### src/design/urbs_pkg.sv
// constants, field positions and state codes of the receive buffer and status block
package urbs_pkg;
   // register byte addresses on the apb bus
   localparam logic [11:0] ADDR_DATA = 12'h000;
   localparam logic [11:0] ADDR_CSA = 12'h004;
   localparam logic [11:0] ADDR_CSB = 12'h008;
   localparam logic [11:0] ADDR_FMT = 12'h00C;

   // ctrl_status_a bit positions
   localparam int CSA_RXC = 7;
   localparam int CSA_FE = 4;
   localparam int CSA_DOR = 3;
   localparam int CSA_UPE = 2;

   // ctrl_status_b bit positions and writable bits
   localparam int CSB_RXCIE = 7;
   localparam int CSB_RXEN = 4;
   localparam int CSB_SIZE2 = 2;
   localparam int CSB_RXB8 = 1;
   localparam logic [7:0] CSB_WMASK = 8'h94;
   localparam logic [7:0] CSB_RST = 8'h00;

   // frame_format_register bit positions and writable bits
   localparam int FMT_UPM1 = 5;
   localparam int FMT_UPM0 = 4;
   localparam int FMT_USBS = 3;
   localparam int FMT_SIZE1 = 2;
   localparam int FMT_SIZE0 = 1;
   localparam logic [7:0] FMT_WMASK = 8'h3E;
   localparam logic [7:0] FMT_RST = 8'h06;

   // character size code for nine data bits
   localparam logic [2:0] SIZE_NINE = 3'h7;
   localparam logic [3:0] BITS_NINE = 4'h9;
   localparam logic [3:0] BITS_MIN = 4'h5;

   // buffer entry layout
   localparam int ENT_W = 12;
   localparam int ENT_FE = 11;
   localparam int ENT_DOR = 10;
   localparam int ENT_UPE = 9;
   localparam int ENT_B8 = 8;
   localparam logic [1:0] CNT_FULL = 2'h2;

   typedef enum logic [4:0] {
      ST_IDLE = 5'b00001,
      ST_DATA = 5'b00010,
      ST_PAR = 5'b00100,
      ST_STOP = 5'b01000,
      ST_HOLD = 5'b10000
   } urbs_state_t;
endpackage

### src/design/urbs_rx_mem.sv
// two-entry receive buffer storage with registered read data
module urbs_rx_mem (
   input wire logic pclk,
   input wire logic presetn,
   input wire logic wr_en,
   input wire logic wr_addr,
   input wire logic [urbs_pkg::ENT_W-1:0] wr_data,
   input wire logic rd_addr,
   output logic [urbs_pkg::ENT_W-1:0] rd_data
);
   logic [urbs_pkg::ENT_W-1:0] mem_r [0:1];

   // storage needs no reset; the fill count decides what is valid
   always_ff @(posedge pclk) begin
      for (int i = 0; i < 2; i++) begin
         if (wr_en && (wr_addr == i[0])) begin
            mem_r[i] <= wr_data;
         end
      end
   end

   always_ff @(posedge pclk or negedge presetn) begin
      if (!presetn) begin
         rd_data <= '0;
      end else begin
         rd_data <= mem_r[rd_addr];
      end
   end
endmodule

### src/design/urbs_rx_status.sv
// receive shift register, two-entry buffer, status flags and apb registers of the serial receiver
//
// Notes on behaviour
// - receive-complete flag is high exactly while the buffer holds an unread character.
// - clearing the receive enable bit empties the buffer, so receive-complete drops.
// - interrupt requested while flag, its enable and the global enable are all set.
// - error flags travel in the buffer with their frame; data reads advance them.
// - software writes to the three error flag positions are ignored.
// - error flags never raise an interrupt.
// - frame error shows 0 for a first stop bit of one, 1 for zero.
// - only the first stop bit is checked; stop-bit count setting is ignored.
// - overrun when a start arrives with buffer full and a frame waiting.
// - overrun pending clears when a frame moves from shift register to buffer.
// - parity error reads zero while parity checking is disabled.
// - upper parity mode bit enables checking, lower bit chooses odd or even.
// - checker compares data parity with received parity bit and buffers the result.
// - parity error set only for failed frames checked while enabled; valid until read.
// - disabling the receiver is immediate, dropping reception and buffered characters.
// - while disabled the receiver releases its override of the receive pin.
// - the ninth bit is buffered with each frame and read from ctrl_status_b.
// - on the first stop bit the completed frame moves into the buffer if it has room, else once a read frees space.
// - unused high data bits of short characters read as zero.
module urbs_rx_status (
   input wire logic pclk,
   input wire logic presetn,
   input wire logic psel,
   input wire logic penable,
   input wire logic pwrite,
   input wire logic [11:0] paddr,
   input wire logic [31:0] pwdata,
   output logic [31:0] prdata,
   output logic pready,
   output logic pslverr,
   input wire logic rx_start_det,
   input wire logic rx_bit_strobe,
   input wire logic rx_bit_value,
   input wire logic global_irq_enable,
   output logic rx_irq,
   output logic rx_pin_override
);
   logic [7:0] csb_r;
   logic [7:0] fmt_r;
   urbs_pkg::urbs_state_t state_r;
   logic [8:0] shr_r;
   logic [3:0] bit_cnt_r;
   logic par_acc_r;
   logic upe_hold_r;
   logic fe_hold_r;
   logic dor_pend_r;
   logic [1:0] count_r;
   logic wptr_r;
   logic rptr_r;
   logic [urbs_pkg::ENT_W-1:0] head;
   logic wr_en;
   logic fe_now;
   logic [urbs_pkg::ENT_W-1:0] wr_data;
   logic access;
   logic fire;
   logic wr_fire;
   logic pop;
   logic rxen;
   logic rxc;
   logic upm1;
   logic [2:0] size_code;
   logic room;

   function automatic logic is_mapped(input logic [11:0] a);
      is_mapped = (a == urbs_pkg::ADDR_DATA) || (a == urbs_pkg::ADDR_CSA) ||
                  (a == urbs_pkg::ADDR_CSB) || (a == urbs_pkg::ADDR_FMT);
   endfunction

   function automatic logic [3:0] char_bits(input logic [2:0] code);
      if (code == urbs_pkg::SIZE_NINE) begin
         char_bits = urbs_pkg::BITS_NINE;
      end else begin
         char_bits = urbs_pkg::BITS_MIN + {2'h0, code[1:0]};
      end
   endfunction

   assign rxen = csb_r[urbs_pkg::CSB_RXEN];
   assign upm1 = fmt_r[urbs_pkg::FMT_UPM1];
   assign size_code = {csb_r[urbs_pkg::CSB_SIZE2], fmt_r[urbs_pkg::FMT_SIZE1], fmt_r[urbs_pkg::FMT_SIZE0]};
   assign rxc = (count_r != 2'h0);
   assign room = (count_r != urbs_pkg::CNT_FULL);

   // apb: setup, one wait cycle in access, then pready for one cycle
   assign access = psel && penable;
   assign fire = access && pready;
   assign wr_fire = fire && pwrite;
   // a data read on an empty buffer pops nothing
   assign pop = fire && !pwrite && (paddr == urbs_pkg::ADDR_DATA) && rxc && rxen;

   always_ff @(posedge pclk or negedge presetn) begin
      if (!presetn) begin
         pready <= 1'b0;
      end else begin
         pready <= access && !pready;
      end
   end

   // read data is captured a cycle before completion so the registered head has settled
   always_ff @(posedge pclk or negedge presetn) begin
      if (!presetn) begin
         prdata <= 32'h0000_0000;
         pslverr <= 1'b0;
      end else if (access && !pready) begin
         pslverr <= !is_mapped(paddr);
         prdata <= 32'h0000_0000;
         if (!pwrite) begin
            unique case (paddr)
               urbs_pkg::ADDR_DATA: prdata[7:0] <= rxc ? head[7:0] : 8'h00;
               urbs_pkg::ADDR_CSA: begin
                  prdata[urbs_pkg::CSA_RXC] <= rxc;
                  prdata[urbs_pkg::CSA_FE] <= rxc && head[urbs_pkg::ENT_FE];
                  prdata[urbs_pkg::CSA_DOR] <= rxc && head[urbs_pkg::ENT_DOR];
                  prdata[urbs_pkg::CSA_UPE] <= rxc && upm1 && head[urbs_pkg::ENT_UPE];
               end
               urbs_pkg::ADDR_CSB: begin
                  prdata[7:0] <= csb_r;
                  prdata[urbs_pkg::CSB_RXB8] <= rxc && head[urbs_pkg::ENT_B8];
               end
               urbs_pkg::ADDR_FMT: prdata[7:0] <= fmt_r;
               default: prdata <= 32'h0000_0000;
            endcase
         end
      end
   end

   // status a has no writable bits, so error flags cannot be altered
   always_ff @(posedge pclk or negedge presetn) begin
      if (!presetn) begin
         csb_r <= urbs_pkg::CSB_RST;
         fmt_r <= urbs_pkg::FMT_RST;
      end else if (wr_fire) begin
         if (paddr == urbs_pkg::ADDR_CSB) begin
            csb_r <= pwdata[7:0] & urbs_pkg::CSB_WMASK;
         end
         if (paddr == urbs_pkg::ADDR_FMT) begin
            fmt_r <= pwdata[7:0] & urbs_pkg::FMT_WMASK;
         end
      end
   end

   // frame is stored on its first stop bit, or later from hold once space frees
   assign fe_now = (state_r == urbs_pkg::ST_STOP) ? !rx_bit_value : fe_hold_r;
   assign wr_en = rxen && room && (((state_r == urbs_pkg::ST_STOP) && rx_bit_strobe) ||
                                   (state_r == urbs_pkg::ST_HOLD));
   assign wr_data = {fe_now, dor_pend_r, upe_hold_r, shr_r};

   always_ff @(posedge pclk or negedge presetn) begin
      if (!presetn) begin
         state_r <= urbs_pkg::ST_IDLE;
         shr_r <= 9'h000;
         bit_cnt_r <= 4'h0;
         par_acc_r <= 1'b0;
         upe_hold_r <= 1'b0;
         fe_hold_r <= 1'b0;
      end else if (!rxen) begin
         state_r <= urbs_pkg::ST_IDLE;
      end else begin
         unique case (state_r)
            urbs_pkg::ST_IDLE: begin
               if (rx_start_det) begin
                  state_r <= urbs_pkg::ST_DATA;
                  shr_r <= 9'h000;
                  bit_cnt_r <= 4'h0;
                  par_acc_r <= 1'b0;
                  upe_hold_r <= 1'b0;
               end
            end
            urbs_pkg::ST_DATA: begin
               if (rx_bit_strobe) begin
                  shr_r[bit_cnt_r] <= rx_bit_value;
                  par_acc_r <= par_acc_r ^ rx_bit_value;
                  bit_cnt_r <= bit_cnt_r + 4'h1;
                  if (bit_cnt_r == char_bits(size_code) - 4'h1) begin
                     state_r <= upm1 ? urbs_pkg::ST_PAR : urbs_pkg::ST_STOP;
                  end
               end
            end
            urbs_pkg::ST_PAR: begin
               if (rx_bit_strobe) begin
                  // odd select flips the expected total
                  upe_hold_r <= upm1 && (par_acc_r ^ rx_bit_value ^ fmt_r[urbs_pkg::FMT_UPM0]);
                  state_r <= urbs_pkg::ST_STOP;
               end
            end
            urbs_pkg::ST_STOP: begin
               // a second stop bit is never awaited; stop_bits_select is ignored
               if (rx_bit_strobe) begin
                  fe_hold_r <= !rx_bit_value;
                  state_r <= room ? urbs_pkg::ST_IDLE : urbs_pkg::ST_HOLD;
               end
            end
            urbs_pkg::ST_HOLD: begin
               // frames arriving while a character waits here are lost
               if (room) begin
                  state_r <= urbs_pkg::ST_IDLE;
               end
            end
            default: state_r <= urbs_pkg::ST_IDLE;
         endcase
      end
   end

   always_ff @(posedge pclk or negedge presetn) begin
      if (!presetn) begin
         dor_pend_r <= 1'b0;
      end else if (!rxen) begin
         dor_pend_r <= 1'b0;
      end else if ((state_r == urbs_pkg::ST_HOLD) && !room && rx_start_det) begin
         dor_pend_r <= 1'b1;
      end else if (wr_en) begin
         dor_pend_r <= 1'b0;
      end
   end

   always_ff @(posedge pclk or negedge presetn) begin
      if (!presetn) begin
         count_r <= 2'h0;
         wptr_r <= 1'b0;
         rptr_r <= 1'b0;
      end else if (!rxen) begin
         count_r <= 2'h0;
         wptr_r <= 1'b0;
         rptr_r <= 1'b0;
      end else begin
         if (wr_en) begin
            wptr_r <= !wptr_r;
         end
         if (pop) begin
            rptr_r <= !rptr_r;
         end
         count_r <= count_r + {1'b0, wr_en} - {1'b0, pop};
      end
   end

   // head follows a buffer write one cycle late; a read captured in that very cycle may show stale flags
   urbs_rx_mem u_mem (
      .pclk(pclk),
      .presetn(presetn),
      .wr_en(wr_en),
      .wr_addr(wptr_r),
      .wr_data(wr_data),
      .rd_addr(rptr_r),
      .rd_data(head)
   );

   // error flags take no part in the request
   always_ff @(posedge pclk or negedge presetn) begin
      if (!presetn) begin
         rx_irq <= 1'b0;
         rx_pin_override <= 1'b0;
      end else begin
         rx_irq <= rxc && csb_r[urbs_pkg::CSB_RXCIE] && global_irq_enable;
         rx_pin_override <= rxen;
      end
   end
endmodule

### config.mk
export PLATFORM = sky130hd
export DESIGN_NAME = urbs_rx_status
export DESIGN_NICKNAME = d
export VERILOG_FILES = /design/src/design/urbs_pkg.sv /design/src/design/urbs_rx_mem.sv /design/src/design/urbs_rx_status.sv
export SDC_FILE = /design/constraint.sdc
export NUM_CORES = 1
export LEC_CHECK = 0
export BUFFER_PORTS_ARGS = -buffer_cell sky130_fd_sc_hd__buf_4
export CAP_MARGIN = 20
export CORE_AREA = 4 4 154 97
export DETAILED_ROUTE_END_ITERATION = 8
export DIE_AREA = 0 0 158 101
export SLEW_MARGIN = 20
export SYNTH_ARGS = -nofsm -noshare
export SYNTH_HDL_FRONTEND = slang
export SYNTH_SLANG_ARGS = --single-unit
### constraint.sdc
create_clock -name pclk -period 2.9 [get_ports pclk]
set_input_delay 0 -clock pclk [delete_from_list [all_inputs] [get_ports pclk]]
set_output_delay 0 -clock pclk [all_outputs]
set_load 0.005 [all_outputs]
==> key figures <==
Run status
  • Status: finished, final reports clean

Timing
  • Tmin final: 2.599 ns
  • Slew Limit Fails: 0
  • Worst-margin pin slew: 0.7456 ns
  • Final period utilization: 89.64%
  • RSZ-0062 raised after global routing: false
  • FMAX: 384.7 MHz
  • Worst clock skew: 0.008130 ns
  • Slew HR: 50.29%
  • Setup TNS: 0 ns
  • Hold Fails Final Rpt: 0
  • Final worst setup slack: 0.3005 ns
  • Setup violators final: 0

Critical path
  • Startpoint class of the critical path: flip-flop
  • CP max FO: 6
  • Data required, critical path: 3.12 ns
  • Worst Reg-to-Reg Cells: 8
  • Reg2Reg Capture Point: upe_hold_r
  • Most numerous cell on the critical path: ha_1
  • Critical Path End Type: flip-flop
  • Worst path cell trace: ha_1, a21boi_0, ha_1, xnor3_1, nor3_1, nand4_1, a21oi_1, mux2_2
  • Critical setup path kind: flip-flop to flip-flop
  • Slowest cell delay on critical path: 0.59 ns
  • R2R Setup Slk: 0.30 ns
  • Reg-to-reg startpoint: fmt_r[1]
  • CP max-delay cell: dfstp_2
  • Worst Path Arrival: 2.82 ns

Floorplan
  • Die X-Extent: 158 µm
  • Full die area: 15,960 µm²
  • Starting density of the core: 29.62%
  • Num rows: 33
  • IO Pins: 89
  • Die H: 101 µm
  • Floorplan core area: 13,420 µm²

Power and ir drop
  • PwrDens: 681.8 nW/µm²
  • LEAKAGE: 0.002090 µW
  • Peak supply drop: 0.3378 mV

Global routing
  • Initial antenna violation count: 0
  • Total GRT Usage: 10.89%
  • Largest net degree at the start of global routing: 59
  • Remaining global-route overflow: 0
  • Via count of the first global-routing pass: 2,571
  • First-pass GRT wire length: 13.34 mm

Finish
  • Layout Area Growth over Synthesis: 20.18%
  • Nets: 461
  • Fraction of layout instances using a drive strength above 1: 22.28%
  • Diodes inserted: 0

Clock network
  • TritonCTS clock tree: done
  • CTS clock-pin slew for the worst setup and hold paths: 0.07 ns
  • CTS max path bufs: 2
  • Clk root buf: clkbuf_16
  • Worst-skew pair later-pin latency: 0.34 ns
  • H-tree depth: 3
  • Clock sinks: 82
  • CTS buffer count: 9

Yosys
  • Syn Inst Count: 353
  • Top_reg_cell synth: dfrtp_1
  • Seq cells post-synth: 82
  • Yosys warning total: 0
  • Async S/R FF share, synth: 70.73%
  • Sequential area share after synthesis: 54.74%
  • Cell variety after synth: 52
  • Mean Syn Cell Area: 11.26 µm²
  • Synth Cell Area: 3975 µm²
  • Post-synth EDFFs: 24

Hold path
  • Hold path start: rx_start_det
  • Hold Path Class: input pin to flip-flop
  • Hold EP: state_r[0]
  • Hold Crit Depth: 3

Job
  • Max Cap Violations: 0

Placement
  • Gpl congestion: 0.7973
  • Final HPWL DP: 5.964 mm
  • Worst slack, placed: 0.3265 ns
  • IO buf count: 38

Drt
  • ANT nets after route: 0
  • Total Routed Length: 8.435 mm
  • Routed len/inst: 14.57 µm
  • Uppermost layer routed: met4
  • Met3 wire length: 557 µm
  • Total number of vias: 2,667
  • 1st-iter DRT viols: 189
  • Vias/cell: 4.606
  • 1st-pass router iterations: 4
  • # DRC: 0
  • Met2 wire length: 3.498 mm
  • Metal1 wirelength: 4.304 mm
stage by stage:
step / power (µW) / utilization, % / instances / cell area [µm²] / hold WS (ns)
after global routing: 3429 / 35.60 / 579 / 4777 / 0.05535
final: 3257 / 35.60 / 579 / 4777 / 0.01360
after floorplan: 1867 / - / 376 / 4061 / -0.2956
after detailed placement: 1986 / 32.36 / 554 / 4343 / 0.1240
after global placement: 1966 / 32.36 / 554 / 4343 / 0.1121
after CTS: 3288 / 35.60 / 579 / 4777 / 0.002151
placed cells by master (no fill, tap or decap), types with 4 or more instances in the layout:
cell type and n:
mux2_2 22, conb_1 24, buf_4 42, dfrtp_1 55, nor4_1 6, clkbuf_16 10, nand4_1 4, a22o_1 10
inv_1 12, nand3_1 10, a21oi_1 5, nor3_1 6, o21ai_0 14, nand2_1 44, nand2b_1 5, a22oi_1 4
edfxtp_1 24, xnor2_1 7, a21o_1 6, dlygate4sd3_1 9, o31ai_1 7, nor2_1 18, and2_1 4, ha_1 9
how the worst max path moves through the flow:
stage                        start         end
after floorplan           fmt_r[1]  upe_hold_r
after global placement    fmt_r[1]  upe_hold_r
after detailed placement  fmt_r[1]  upe_hold_r
after CTS                 fmt_r[1]  upe_hold_r
after global routing      fmt_r[1]  state_r[0]
final                     fmt_r[1]  upe_hold_r
critical path, delay by kind of cell, from the launching register on:
family	cells	cell delay, ns
xor gates and xnor gates	1	0.33
DFF	1	0.59
AOI/OAI and AO/OA	2	0.36
adders and majority gates	2	0.44
and+or+nand+nor	2	0.41
muxes	1	0.34
cell type report:
| cell class | instances | area [µm²] |
|---|---|---|
| clock inverters | 6 | 93.84 |
| well taps | 175 | 219.0 |
| inverters | 12 | 45.04 |
| fillers | 1277 | 8642 |
| multi-input cells | 243 | 1588 |
| clock buffers | 10 | 250.2 |
| repair buffers | 51 | 405.4 |
| flip-flops and latches | 82 | 2176 |
cells in the mapped netlist, types with 4 or more instances:
| cell type | n | share of area, % |
|---|---|---|
| ha_1 | 9 | 2.8 |
| a21o_1 | 6 | 1.1 |
| o31ai_1 | 7 | 1.3 |
| edfxtp_1 | 24 | 18 |
| nand2b_1 | 5 | 0.79 |
| xnor2_1 | 7 | 1.5 |
| nor2_1 | 18 | 1.7 |
| clkbuf_1 | 12 | 1.1 |
| dfrtp_1 | 55 | 35 |
| a21oi_1 | 5 | 0.63 |
| nand3_1 | 10 | 1.3 |
| a22o_1 | 10 | 2.2 |
| a22oi_1 | 4 | 0.76 |
| mux2_2 | 22 | 6.2 |
| inv_1 | 12 | 1.1 |
| nand4_1 | 4 | 0.63 |
| nor4_1 | 6 | 0.94 |
| and2_1 | 4 | 0.63 |
| o21ai_0 | 14 | 1.8 |
| nand2_1 | 44 | 4.2 |
| nor3_1 | 6 | 0.76 |
| buf_4 | 24 | 4.5 |
routing by layer:
| metal | vias up | global-route usage [%] |
|---|---|---|
| li1 | 1297 | - |
| met1 | 1281 | 16.05 |
| met2 | 80 | 15.28 |
| met3 | 9 | 3.561 |
| met4 | 0 | 3.014 |
| met5 | - | 0 |
repair_timing:
item | 4_1_cts | 5_1_grt
buffers inserted | 0 | 0
hold endpoints to repair | 66 | 0
gates resized for setup | 0 | 0
hold buffers | 9 | 0
registers in the layout, summed over array words and instances (netlist names), 2 cells and up:
register	cells
fmt_r	5
u_mem.rd_data	12
shr_r	9
count_r	2
prdata	8
bit_cnt_r	4
csb_r	3
u_mem.mem_r	24
state_r	5
kinds of logic (layout without fill, tap and decap cells):
kind of cell / after synthesis / in the layout / share of synthesized area [%]
and+or+nand+nor: 112 / 112 / 13.82
DFF: 82 / 82 / 54.74
AOI/OAI and AO/OA: 62 / 62 / 11.27
buffers and inverters: 51 / 79 / 7.491
muxes: 25 / 25 / 6.988
xor gates and xnor gates: 11 / 11 / 2.770
adders and majority gates: 9 / 9 / 2.833
other: 1 / 24 / 0.09434
power breakdown:
part           switching [µW]  leakage, µW  internal (µW)  total [µW]
registers                 110     0.000978           1280        1390
clock network             463     0.000171            816        1280
logic                     322     0.000941            261         583
total                     896      0.00209           2360        3260
Note: power is estimated with default switching activity, not from simulation.
